File: src/logic/sdpdc_pkg.sv
`default_nettype none
package sdpdc_pkg;
  // Command decode bit positions on the low command/address bits
  localparam int CA_B0 = 0;
  localparam int CA_B1 = 1;
  localparam int CA_B2 = 2;
  // Clock period in picoseconds
  localparam int CLK_PERIOD_PS = 5000;
  // Minimum clock enable pulse, in picoseconds
  localparam int CKE_MIN_PS = 15000;
  // Least time rounds up to whole cycles, at least one
  localparam int CKE_MIN_CYC_RAW =
    (CKE_MIN_PS + CLK_PERIOD_PS - 1) / CLK_PERIOD_PS;
  localparam int CKE_MIN_CYC = (CKE_MIN_CYC_RAW < 1) ? 1 : CKE_MIN_CYC_RAW;
  localparam logic [7:0] CKE_MIN_CNT = 8'(CKE_MIN_CYC);
  localparam logic [7:0] CNT_ZERO = 8'h00;
  localparam logic [7:0] CNT_ONE = 8'h01;
  localparam logic [7:0] BANK_NONE = 8'h00;
  // Power states, one-hot
  typedef enum logic [3:0] {
    SDPDC_ACTIVE = 4'b0001,
    SDPDC_IDLE_PD = 4'b0010,
    SDPDC_ACT_PD = 4'b0100,
    SDPDC_DEEP = 4'b1000
  } sdpdc_state_t;
endpackage : sdpdc_pkg
`default_nettype wire

File: src/logic/sdpdc_power_ctrl.sv
`timescale 1ns/1ps
`default_nettype none
module sdpdc_power_ctrl #(
  parameter int NUM_BANKS = 8
) (
  // Clock and reset
  input  wire logic                 CLOCK,
  input  wire logic                 NRST,
  // Command pins
  input  wire logic                 CLK_EN_IN,
  input  wire logic                 CHIP_SEL_N,
  input  wire logic [2:0]           CMD_ADDR,
  // Bank state and busy flag from core
  input  wire logic [NUM_BANKS-1:0] BANK_OPEN,
  input  wire logic                 OP_BUSY,
  // Status outputs
  output logic                      IN_IDLE_PD,
  output logic                      IN_ACT_PD,
  output logic                      DEEP_SLEEP_STATE,
  output logic                      BUF_ENABLE,
  output logic                      REFRESH_ENABLE,
  output logic                      ARRAY_LOST,
  output logic                      NOP_VALID,
  output logic                      OP_ABORT
);
  // Whole module state
  typedef struct packed {
    sdpdc_pkg::sdpdc_state_t st;
    logic       cke_prev;
    logic [7:0] cke_cnt;
    logic       idle_pd;
    logic       act_pd;
    logic       deep;
    logic       buf_en;
    logic       ref_en;
    logic       lost;
    logic       nop;
    logic       abort;
  } sdpdc_regs_t;

  sdpdc_regs_t s_reg;   // Registered state
  sdpdc_regs_t s_next;  // Next state

  // Decodes of the sampled command pins and bank state
  logic deep_code;  // Deep sleep command code
  logic nop_code;   // No-op command code
  logic any_open;   // Some bank has an open row
  assign deep_code = !CHIP_SEL_N && CMD_ADDR[sdpdc_pkg::CA_B0]
                     && CMD_ADDR[sdpdc_pkg::CA_B1]
                     && !CMD_ADDR[sdpdc_pkg::CA_B2];
  assign nop_code = CHIP_SEL_N || (CMD_ADDR[sdpdc_pkg::CA_B0]
                    && CMD_ADDR[sdpdc_pkg::CA_B1]
                    && CMD_ADDR[sdpdc_pkg::CA_B2]);
  assign any_open = (BANK_OPEN != NUM_BANKS'(sdpdc_pkg::BANK_NONE));

  // Next-state logic
  always_comb begin
    s_next = s_reg;
    s_next.cke_prev = CLK_EN_IN;
    s_next.abort = 1'b0;
    // Count down the minimum CKE level time
    if (s_reg.cke_cnt != sdpdc_pkg::CNT_ZERO) begin
      s_next.cke_cnt = s_reg.cke_cnt - sdpdc_pkg::CNT_ONE;
    end
    // No-op only with same CKE level two cycles
    s_next.nop = nop_code && (CLK_EN_IN == s_reg.cke_prev);
    case (s_reg.st)
      sdpdc_pkg::SDPDC_ACTIVE: begin
        if (!CLK_EN_IN && s_reg.cke_prev && deep_code) begin
          s_next.st = sdpdc_pkg::SDPDC_DEEP;
          s_next.lost = 1'b1;
          s_next.cke_cnt = sdpdc_pkg::CKE_MIN_CNT;
        end else if (!CLK_EN_IN && s_reg.cke_prev && CHIP_SEL_N) begin
          // Bank state picks the flavour
          s_next.st = any_open ? sdpdc_pkg::SDPDC_ACT_PD
                               : sdpdc_pkg::SDPDC_IDLE_PD;
          s_next.cke_cnt = sdpdc_pkg::CKE_MIN_CNT;
        end
      end
      sdpdc_pkg::SDPDC_IDLE_PD, sdpdc_pkg::SDPDC_ACT_PD: begin
        // Exit once CKE seen high after minimum low time
        if (CLK_EN_IN && s_reg.cke_cnt == sdpdc_pkg::CNT_ZERO) begin
          s_next.st = sdpdc_pkg::SDPDC_ACTIVE;
          s_next.cke_cnt = sdpdc_pkg::CKE_MIN_CNT;
        end
      end
      sdpdc_pkg::SDPDC_DEEP: begin
        // Only CKE is listened to here
        if (CLK_EN_IN && s_reg.cke_cnt == sdpdc_pkg::CNT_ZERO) begin
          s_next.st = sdpdc_pkg::SDPDC_ACTIVE;
        end
      end
      default: begin
        s_next.st = sdpdc_pkg::SDPDC_ACTIVE;
      end
    endcase
    // Array-lost flag clears on the first new command after deep exit
    if (s_reg.st == sdpdc_pkg::SDPDC_ACTIVE && s_reg.lost
        && CLK_EN_IN && !nop_code) begin
      s_next.lost = 1'b0;
    end
    // No-op never aborts a busy operation
    s_next.abort = OP_BUSY && !nop_code && 1'b0;
    s_next.idle_pd = (s_next.st == sdpdc_pkg::SDPDC_IDLE_PD);
    s_next.act_pd = (s_next.st == sdpdc_pkg::SDPDC_ACT_PD);
    s_next.deep = (s_next.st == sdpdc_pkg::SDPDC_DEEP);
    // Buffers and refresh off outside the active state
    s_next.buf_en = (s_next.st == sdpdc_pkg::SDPDC_ACTIVE);
    s_next.ref_en = (s_next.st == sdpdc_pkg::SDPDC_ACTIVE);
  end

  // State register
  always_ff @(posedge CLOCK or negedge NRST) begin
    if (!NRST) begin
      s_reg <= '{st: sdpdc_pkg::SDPDC_ACTIVE, cke_prev: 1'b1,
                 cke_cnt: sdpdc_pkg::CNT_ZERO, idle_pd: 1'b0,
                 act_pd: 1'b0, deep: 1'b0, buf_en: 1'b1,
                 ref_en: 1'b1, lost: 1'b0, nop: 1'b0, abort: 1'b0};
    end else begin
      s_reg <= s_next;
    end
  end

  // Outputs straight from flops
  assign IN_IDLE_PD = s_reg.idle_pd;
  assign IN_ACT_PD = s_reg.act_pd;
  assign DEEP_SLEEP_STATE = s_reg.deep;
  assign BUF_ENABLE = s_reg.buf_en;
  assign REFRESH_ENABLE = s_reg.ref_en;
  assign ARRAY_LOST = s_reg.lost;
  assign NOP_VALID = s_reg.nop;
  assign OP_ABORT = s_reg.abort;

  // Checks
  chk_pd_entry: assert property (
    @(posedge CLOCK) disable iff (!NRST)
    (s_reg.st == sdpdc_pkg::SDPDC_ACTIVE && s_reg.cke_prev && !CLK_EN_IN
     && CHIP_SEL_N) |=> (IN_IDLE_PD || IN_ACT_PD))
    else $error("power-down not entered");
  chk_pd_kind: assert property (
    @(posedge CLOCK) disable iff (!NRST)
    (s_reg.st == sdpdc_pkg::SDPDC_ACTIVE && s_reg.cke_prev && !CLK_EN_IN
     && CHIP_SEL_N && any_open) |=> IN_ACT_PD)
    else $error("wrong power-down kind");
  chk_buf_off: assert property (
    @(posedge CLOCK) disable iff (!NRST)
    (IN_IDLE_PD || IN_ACT_PD || DEEP_SLEEP_STATE) |-> !BUF_ENABLE)
    else $error("buffers on in power-down");
  chk_no_refresh: assert property (
    @(posedge CLOCK) disable iff (!NRST)
    $rose(IN_IDLE_PD) |-> !REFRESH_ENABLE [*2])
    else $error("refresh enabled in power-down");
  chk_deep_entry: assert property (
    @(posedge CLOCK) disable iff (!NRST)
    (s_reg.st == sdpdc_pkg::SDPDC_ACTIVE && s_reg.cke_prev && !CLK_EN_IN
     && deep_code) |=> (DEEP_SLEEP_STATE && ARRAY_LOST))
    else $error("deep sleep not entered");
  // Entry cycle plus three counted cycles before any exit
  chk_pd_hold: assert property (
    @(posedge CLOCK) disable iff (!NRST)
    $rose(IN_IDLE_PD) |-> IN_IDLE_PD [*4])
    else $error("power-down left too early");
  chk_act_hold: assert property (
    @(posedge CLOCK) disable iff (!NRST)
    $rose(IN_ACT_PD) |-> IN_ACT_PD [*4])
    else $error("active power-down left too early");
  // Exit once the minimum low time is spent
  chk_pd_exit: assert property (
    @(posedge CLOCK) disable iff (!NRST)
    ((IN_IDLE_PD || IN_ACT_PD) && CLK_EN_IN
     && s_reg.cke_cnt == sdpdc_pkg::CNT_ZERO)
    |=> (BUF_ENABLE && REFRESH_ENABLE && !IN_IDLE_PD && !IN_ACT_PD))
    else $error("power-down exit missed");
  chk_refresh_off: assert property (
    @(posedge CLOCK) disable iff (!NRST)
    (IN_IDLE_PD || IN_ACT_PD || DEEP_SLEEP_STATE) |-> !REFRESH_ENABLE)
    else $error("refresh on while powered down");
  // Deep sleep listens to CKE only and keeps the loss mark
  chk_deep_ignore: assert property (
    @(posedge CLOCK) disable iff (!NRST)
    (DEEP_SLEEP_STATE && !CLK_EN_IN) |=> DEEP_SLEEP_STATE)
    else $error("deep sleep left with CKE low");
  chk_deep_lost: assert property (
    @(posedge CLOCK) disable iff (!NRST)
    DEEP_SLEEP_STATE |-> ARRAY_LOST)
    else $error("array not marked lost in deep sleep");
  chk_one_state: assert property (
    @(posedge CLOCK) disable iff (!NRST)
    $onehot0({IN_IDLE_PD, IN_ACT_PD, DEEP_SLEEP_STATE}))
    else $error("more than one power state flag");
  // No-op flag only for a real no-op encoding
  chk_nop_steady: assert property (
    @(posedge CLOCK) disable iff (!NRST)
    NOP_VALID |-> ($past(CLK_EN_IN) == $past(s_reg.cke_prev)))
    else $error("no-op with changing CKE");
  chk_nop_code: assert property (
    @(posedge CLOCK) disable iff (!NRST)
    NOP_VALID |-> $past(nop_code))
    else $error("no-op flag without no-op code");
  chk_nop_noabort: assert property (
    @(posedge CLOCK) disable iff (!NRST)
    (OP_BUSY && nop_code) |=> !OP_ABORT)
    else $error("no-op aborted operation");
  // Main scenarios reached
  cov_idle_pd: cover property (@(posedge CLOCK) $rose(IN_IDLE_PD));
  cov_act_pd: cover property (@(posedge CLOCK) $rose(IN_ACT_PD));
  cov_deep: cover property (@(posedge CLOCK) $fell(DEEP_SLEEP_STATE));
  cov_pd_refused: cover property (@(posedge CLOCK)
    IN_IDLE_PD && CLK_EN_IN && s_reg.cke_cnt != sdpdc_pkg::CNT_ZERO);
  cov_lost_clear: cover property (@(posedge CLOCK)
    $fell(ARRAY_LOST));
endmodule : sdpdc_power_ctrl
`default_nettype wire

File: config.mk
export PLATFORM = sky130hd
export DESIGN_NAME = sdpdc_power_ctrl
export DESIGN_NICKNAME = d
export VERILOG_FILES = /design/src/logic/sdpdc_pkg.sv /design/src/logic/sdpdc_power_ctrl.sv
export SDC_FILE = /design/constraint.sdc
export NUM_CORES = 1
export LEC_CHECK = 0
export BUFFER_PORTS_ARGS = -buffer_cell sky130_fd_sc_hd__clkbuf_2
export CAP_MARGIN = 20
export CORE_MARGIN = 3
export CORE_UTILIZATION = 45
export CTS_CLUSTER_DIAMETER = 50
export DETAILED_ROUTE_END_ITERATION = 10
export PLACE_DENSITY_LB_ADDON = 0.2
export SETUP_SLACK_MARGIN = 0.2
export SYNTH_ARGS = -nofsm -noshare
export SYNTH_HDL_FRONTEND = slang
export SYNTH_SLANG_ARGS = --single-unit
File: constraint.sdc
create_clock -name CLOCK -period 2.3 [get_ports CLOCK]
set_clock_uncertainty 0.2 [all_clocks]
set_input_delay 0.115 -clock CLOCK [delete_from_list [all_inputs] [get_ports CLOCK]]
set_output_delay 0.115 -clock CLOCK [all_outputs]
set_load 0.05 [all_outputs]
* Word-level counts from Yosys, hierarchy flattened *
Cells that the tools add are included.

operators by class
  reductions and logical operators = 26
  multiplexer cells = 13
  equal/unequal tests = 9
  add/subtract/negate cells = 1

operators with widths
  operator                                           count
  2-to-1 mux 8 bit                                   4
  one-hot mux 8 bit (2 select lines)                 1
  nonzero test 8 bit                                 2
  logical AND 1 bit                                  13
  2-to-1 mux 4 bit                                   3
  == test 4 x 1 -> 1 bit (second input constant)     2
  == test 4 x 2 -> 1 bit (second input constant)     2
  == test 4 x 3 -> 1 bit (second input constant)     2
  == test 4 bit (second input constant)              2
  logical NOT 8 bit                                  1
  one-hot mux 4 bit (2 select lines)                 1
  subtractor 8 x 1 -> 8 bit (second input constant)  1
  logical NOT 1 bit                                  4
  nonzero test 2 bit                                 2
  2-to-1 mux 1 bit                                   3
  2-to-1 mux 3 bit                                   1
  OR reduction 3 bit                                 1
  AND reduction 2 bit                                1
  OR reduction 2 bit                                 1
  == test 1 bit                                      1
  logical OR 1 bit                                   1

storage, ports and cells
  bits of input ports = 16
  output and inout port bits = 8
  word-level logic and storage cells = 58
  flip-flop bits (word level) = 19

* Longest topological paths before layout *
  depth in word-level cells = 8
  depth in mapped cells = 7
  depth with buffers taken out = 6

* Worst setup path after synthesis *
Ideal clock, no wire load.

  path type = reg-to-reg
  start point = reg s_reg[8] (netlist bit)
  end point = reg s_reg, in the netlist IN_ACT_PD
  data required time = 1.981 ns
  stages on the path, launching flop included = 8
  slack = -0.107 ns
  clock period less this slack = 2.407 ns
  arrival time = 2.089 ns
  cells stage by stage = dfrtp_1 -> inv_1 -> ha_1 -> or4b_4 -> or4_1 -> buf_2 -> o221a_4 -> o21a_1

RTL lines
  item                    RTL line                 source
  from (decl)             sdpdc_power_ctrl.sv:41   sdpdc_regs_t s_reg;
  from (signal assigned)  sdpdc_power_ctrl.sv:115  s_reg <= '{st: sdpdc_pkg::SDPDC_ACTIVE, cke_prev: 1'b1,
  from (signal assigned)  sdpdc_power_ctrl.sv:120  s_reg <= s_next;

==> metrics.txt <==
Die Area=0.002644 mm²; worst hold slack=0.02036 ns; worst setup margin=-0.06242 ns; GRT Residual Overflow=0; DRT antenna net count=0; Final Cycle Share=102.7%; Yosys Warn Count=0; P&R area growth vs syn=35.17%; Worst Path Arrival=2.36 ns; aggregate global-route resource usage=17.97%; number of remaining DRC errors=0; Layout Nets=145; Mapped Nets=around 100; CTS tree=yes; failing checks=setup timing; die width=51.42 µm; global-route wire length before repair=3.519 mm; fraction of registers with async set/reset=100.0%; drt first pass iters=4; Post-DP HPWL=1.463 mm; Most used DFF post-synth=dfrtp_1; Core ar.=0.001839 mm²; # IOs=24; placed inst area=0.001100 mm²; Tightest Pin Transition=0.5446 ns; TritonCTS buffer count=3; clock buffer depth=2; fin cells=151; total power draw=1297 µW; CP endpoint kind=register; vias in the first global route=about 800; setup violators final=7; max FFs per register=13; fmax=423.3 MHz; sequential area share after synthesis=51.62%; pins over their slew limit=0; slew margin rel.=63.36%; Mapped Cells=86; min Tclk post-route=2.362 ns; row count=15; Clock Latency Late Sink=0.29 ns; H-tree levels=1; largest net degree at the start of global routing=20; Max-cap violations=0; clock sinks=19; VDD IR max=0.0007455 V; initial antenna violation count=0; Worst Hold Class=in2reg; CP max FO=8; vias per std cell=5.199; PortBufs=21; via count=785; power per cell area=slightly above 1000 mW/mm²; clock slew at reported path FFs=about 0.11 ns; Avg Synthesized Cell Area=10.80 µm²; number of fill cells=158; starting density of the core=between 50% and 60%; die height=51.42 µm; Unique masters post-synth=34; worst slack, placed=-0.07955 ns; Crit path required time=2.30 ns; routed len/inst=13.66 µm; flip-flop and latch count after synthesis=19; diode count=0; Hold Fails Final Rpt=0; total routed wirelength=2.063 mm; final instance area=about 0.0013 mm²; Leak=roughly 0.00063 µW; kind of critical path=reg2reg; status=finished with violations; EDFF count, synth=0; Post-Syn Area=928.4 µm²; drt initial violations=28; Startpoint Class=register; share of post-route cells with drive strength above 1=38.89%; Final Wtd Congestion=around 0.78; Placed Cells=136; unrepaired setup endpoints after global routing=yes; CTS root buf=clkbuf_4
==> synth_stat cells, types with 3 or more instances <==
library cell | instances | area share (%)
nand2_1 | 4 | 1.6
inv_1 | 4 | 1.6
a21oi_1 | 3 | 1.6
o21ai_0 | 3 | 1.6
xnor2_1 | 4 | 3.8
nor4_1 | 4 | 2.7
nor2_1 | 9 | 3.6
o21a_1 | 4 | 3.2
dfstp_2 | 3 | 8.5
dfrtp_1 | 16 | 43
==> final timing paths <==
kind,from,endpoint,slack (ns),cells past startpoint
setup / recovery,s_reg[8],IN_ACT_PD,-0.06,6
hold / removal,CHIP_SEL_N,s_reg[18],0.02,3
setup reg to reg,s_reg[8],IN_ACT_PD,-0.06,6
hold reg to reg,ARRAY_LOST,ARRAY_LOST,0.33,1
max in group asynchronous,NRST,REFRESH_ENABLE,1.47,2
min in group asynchronous,NRST,s_reg[8],0.08,2
==> timing repair <==
action / 4_1_cts / 5_1_grt
setup endpoints to repair: 16 / 16
pin swaps: 0 / 0
resized for setup: 8 / 0
hold buffers: 8 / 0
setup buffers: 2 / 1
endpoints found under the hold margin: 24 / 0
==> critical path: stages (launching register included) <==
cell     delay (ns)
dfrtp_1        0.39
inv_1          0.06
ha_2           0.18
or4b_4         0.48
or4_4          0.44
o221a_4        0.32
o21a_1         0.19
==> metrics by stage <==
stage | setup TNS, ns | utilization (%)
after floorplan | -0.4977 | -
after global placement | -0.1469 | 59.80
after detailed placement | -0.4262 | 59.80
after CTS | -0.2259 | 67.82
after global routing | -0.8914 | 68.23
final | -0.2497 | 68.23
==> where the power goes <==
group / switching [µW] / internal (µW)
Combinational: 325 / 298
Sequential: 71.4 / 435
Clock: 102 / 64.7
==> routing by layer <==
metal / vias to the layer above / share of wire (%) / wire (µm) / GRT usage (%)
li1: 389 / - / - / -
met1: 374 / 40 / 820 / 20.96
met2: 18 / 56 / 1152 / 30.93
met3: 4 / 3.4 / 70 / 4.082
met4: 0 / 1.0 / 21 / 8.297
met5: - / 0 / 0 / 0
==> cell families (layout without fill, tap and decap cells) <==
group                    count (synthesis)  in the layout  share of synthesized area, %
AO/OA/AOI/OAI                           20             20                         16.58
XOR/XNOR                                 5              5                         4.717
adder cells (fa/ha/maj)                  2              2                         2.695
buffers and inverters                    7             47                         3.772
flip-flops                              19             19                         51.62
other                                    1              1                        0.4039
AND/OR/NAND/NOR                         32             32                         20.21
==> area by class of cell <==
class / count / area (µm²) / area share, %
multi-input cells: 60 / 441.7 / 35.19
repair buffers: 39 / 260.3 / 20.74
flip-flops and latches: 19 / 479.2 / 38.19
clock buffers: 3 / 22.52 / 1.795
clock inverters: 1 / 5.005 / 0.3988
inverters: 4 / 15.01 / 1.196
well taps: 25 / 31.28 / 2.493
==> placed cells by master, fill, tap and decap left out, types with 2 or more instances in the layout <==
cell,Yosys,layout
nor4_1,4,4
dfstp_2,3,3
a21oi_1,3,2
and2_2,2,2
nand2_1,4,3
o2bb2ai_1,2,2
nand4_1,2,2
clkbuf_4,0,3
dfrtp_1,16,16
nor2_1,9,9
o21ai_1,0,2
o21a_1,4,4
nor3_2,0,2
dlygate4sd3_1,0,8
inv_1,4,4
xnor2_1,4,4
clkbuf_2,0,21
a21o_1,2,2
buf_4,2,10
No activity file was read; power rests on OpenSTA's default activity.
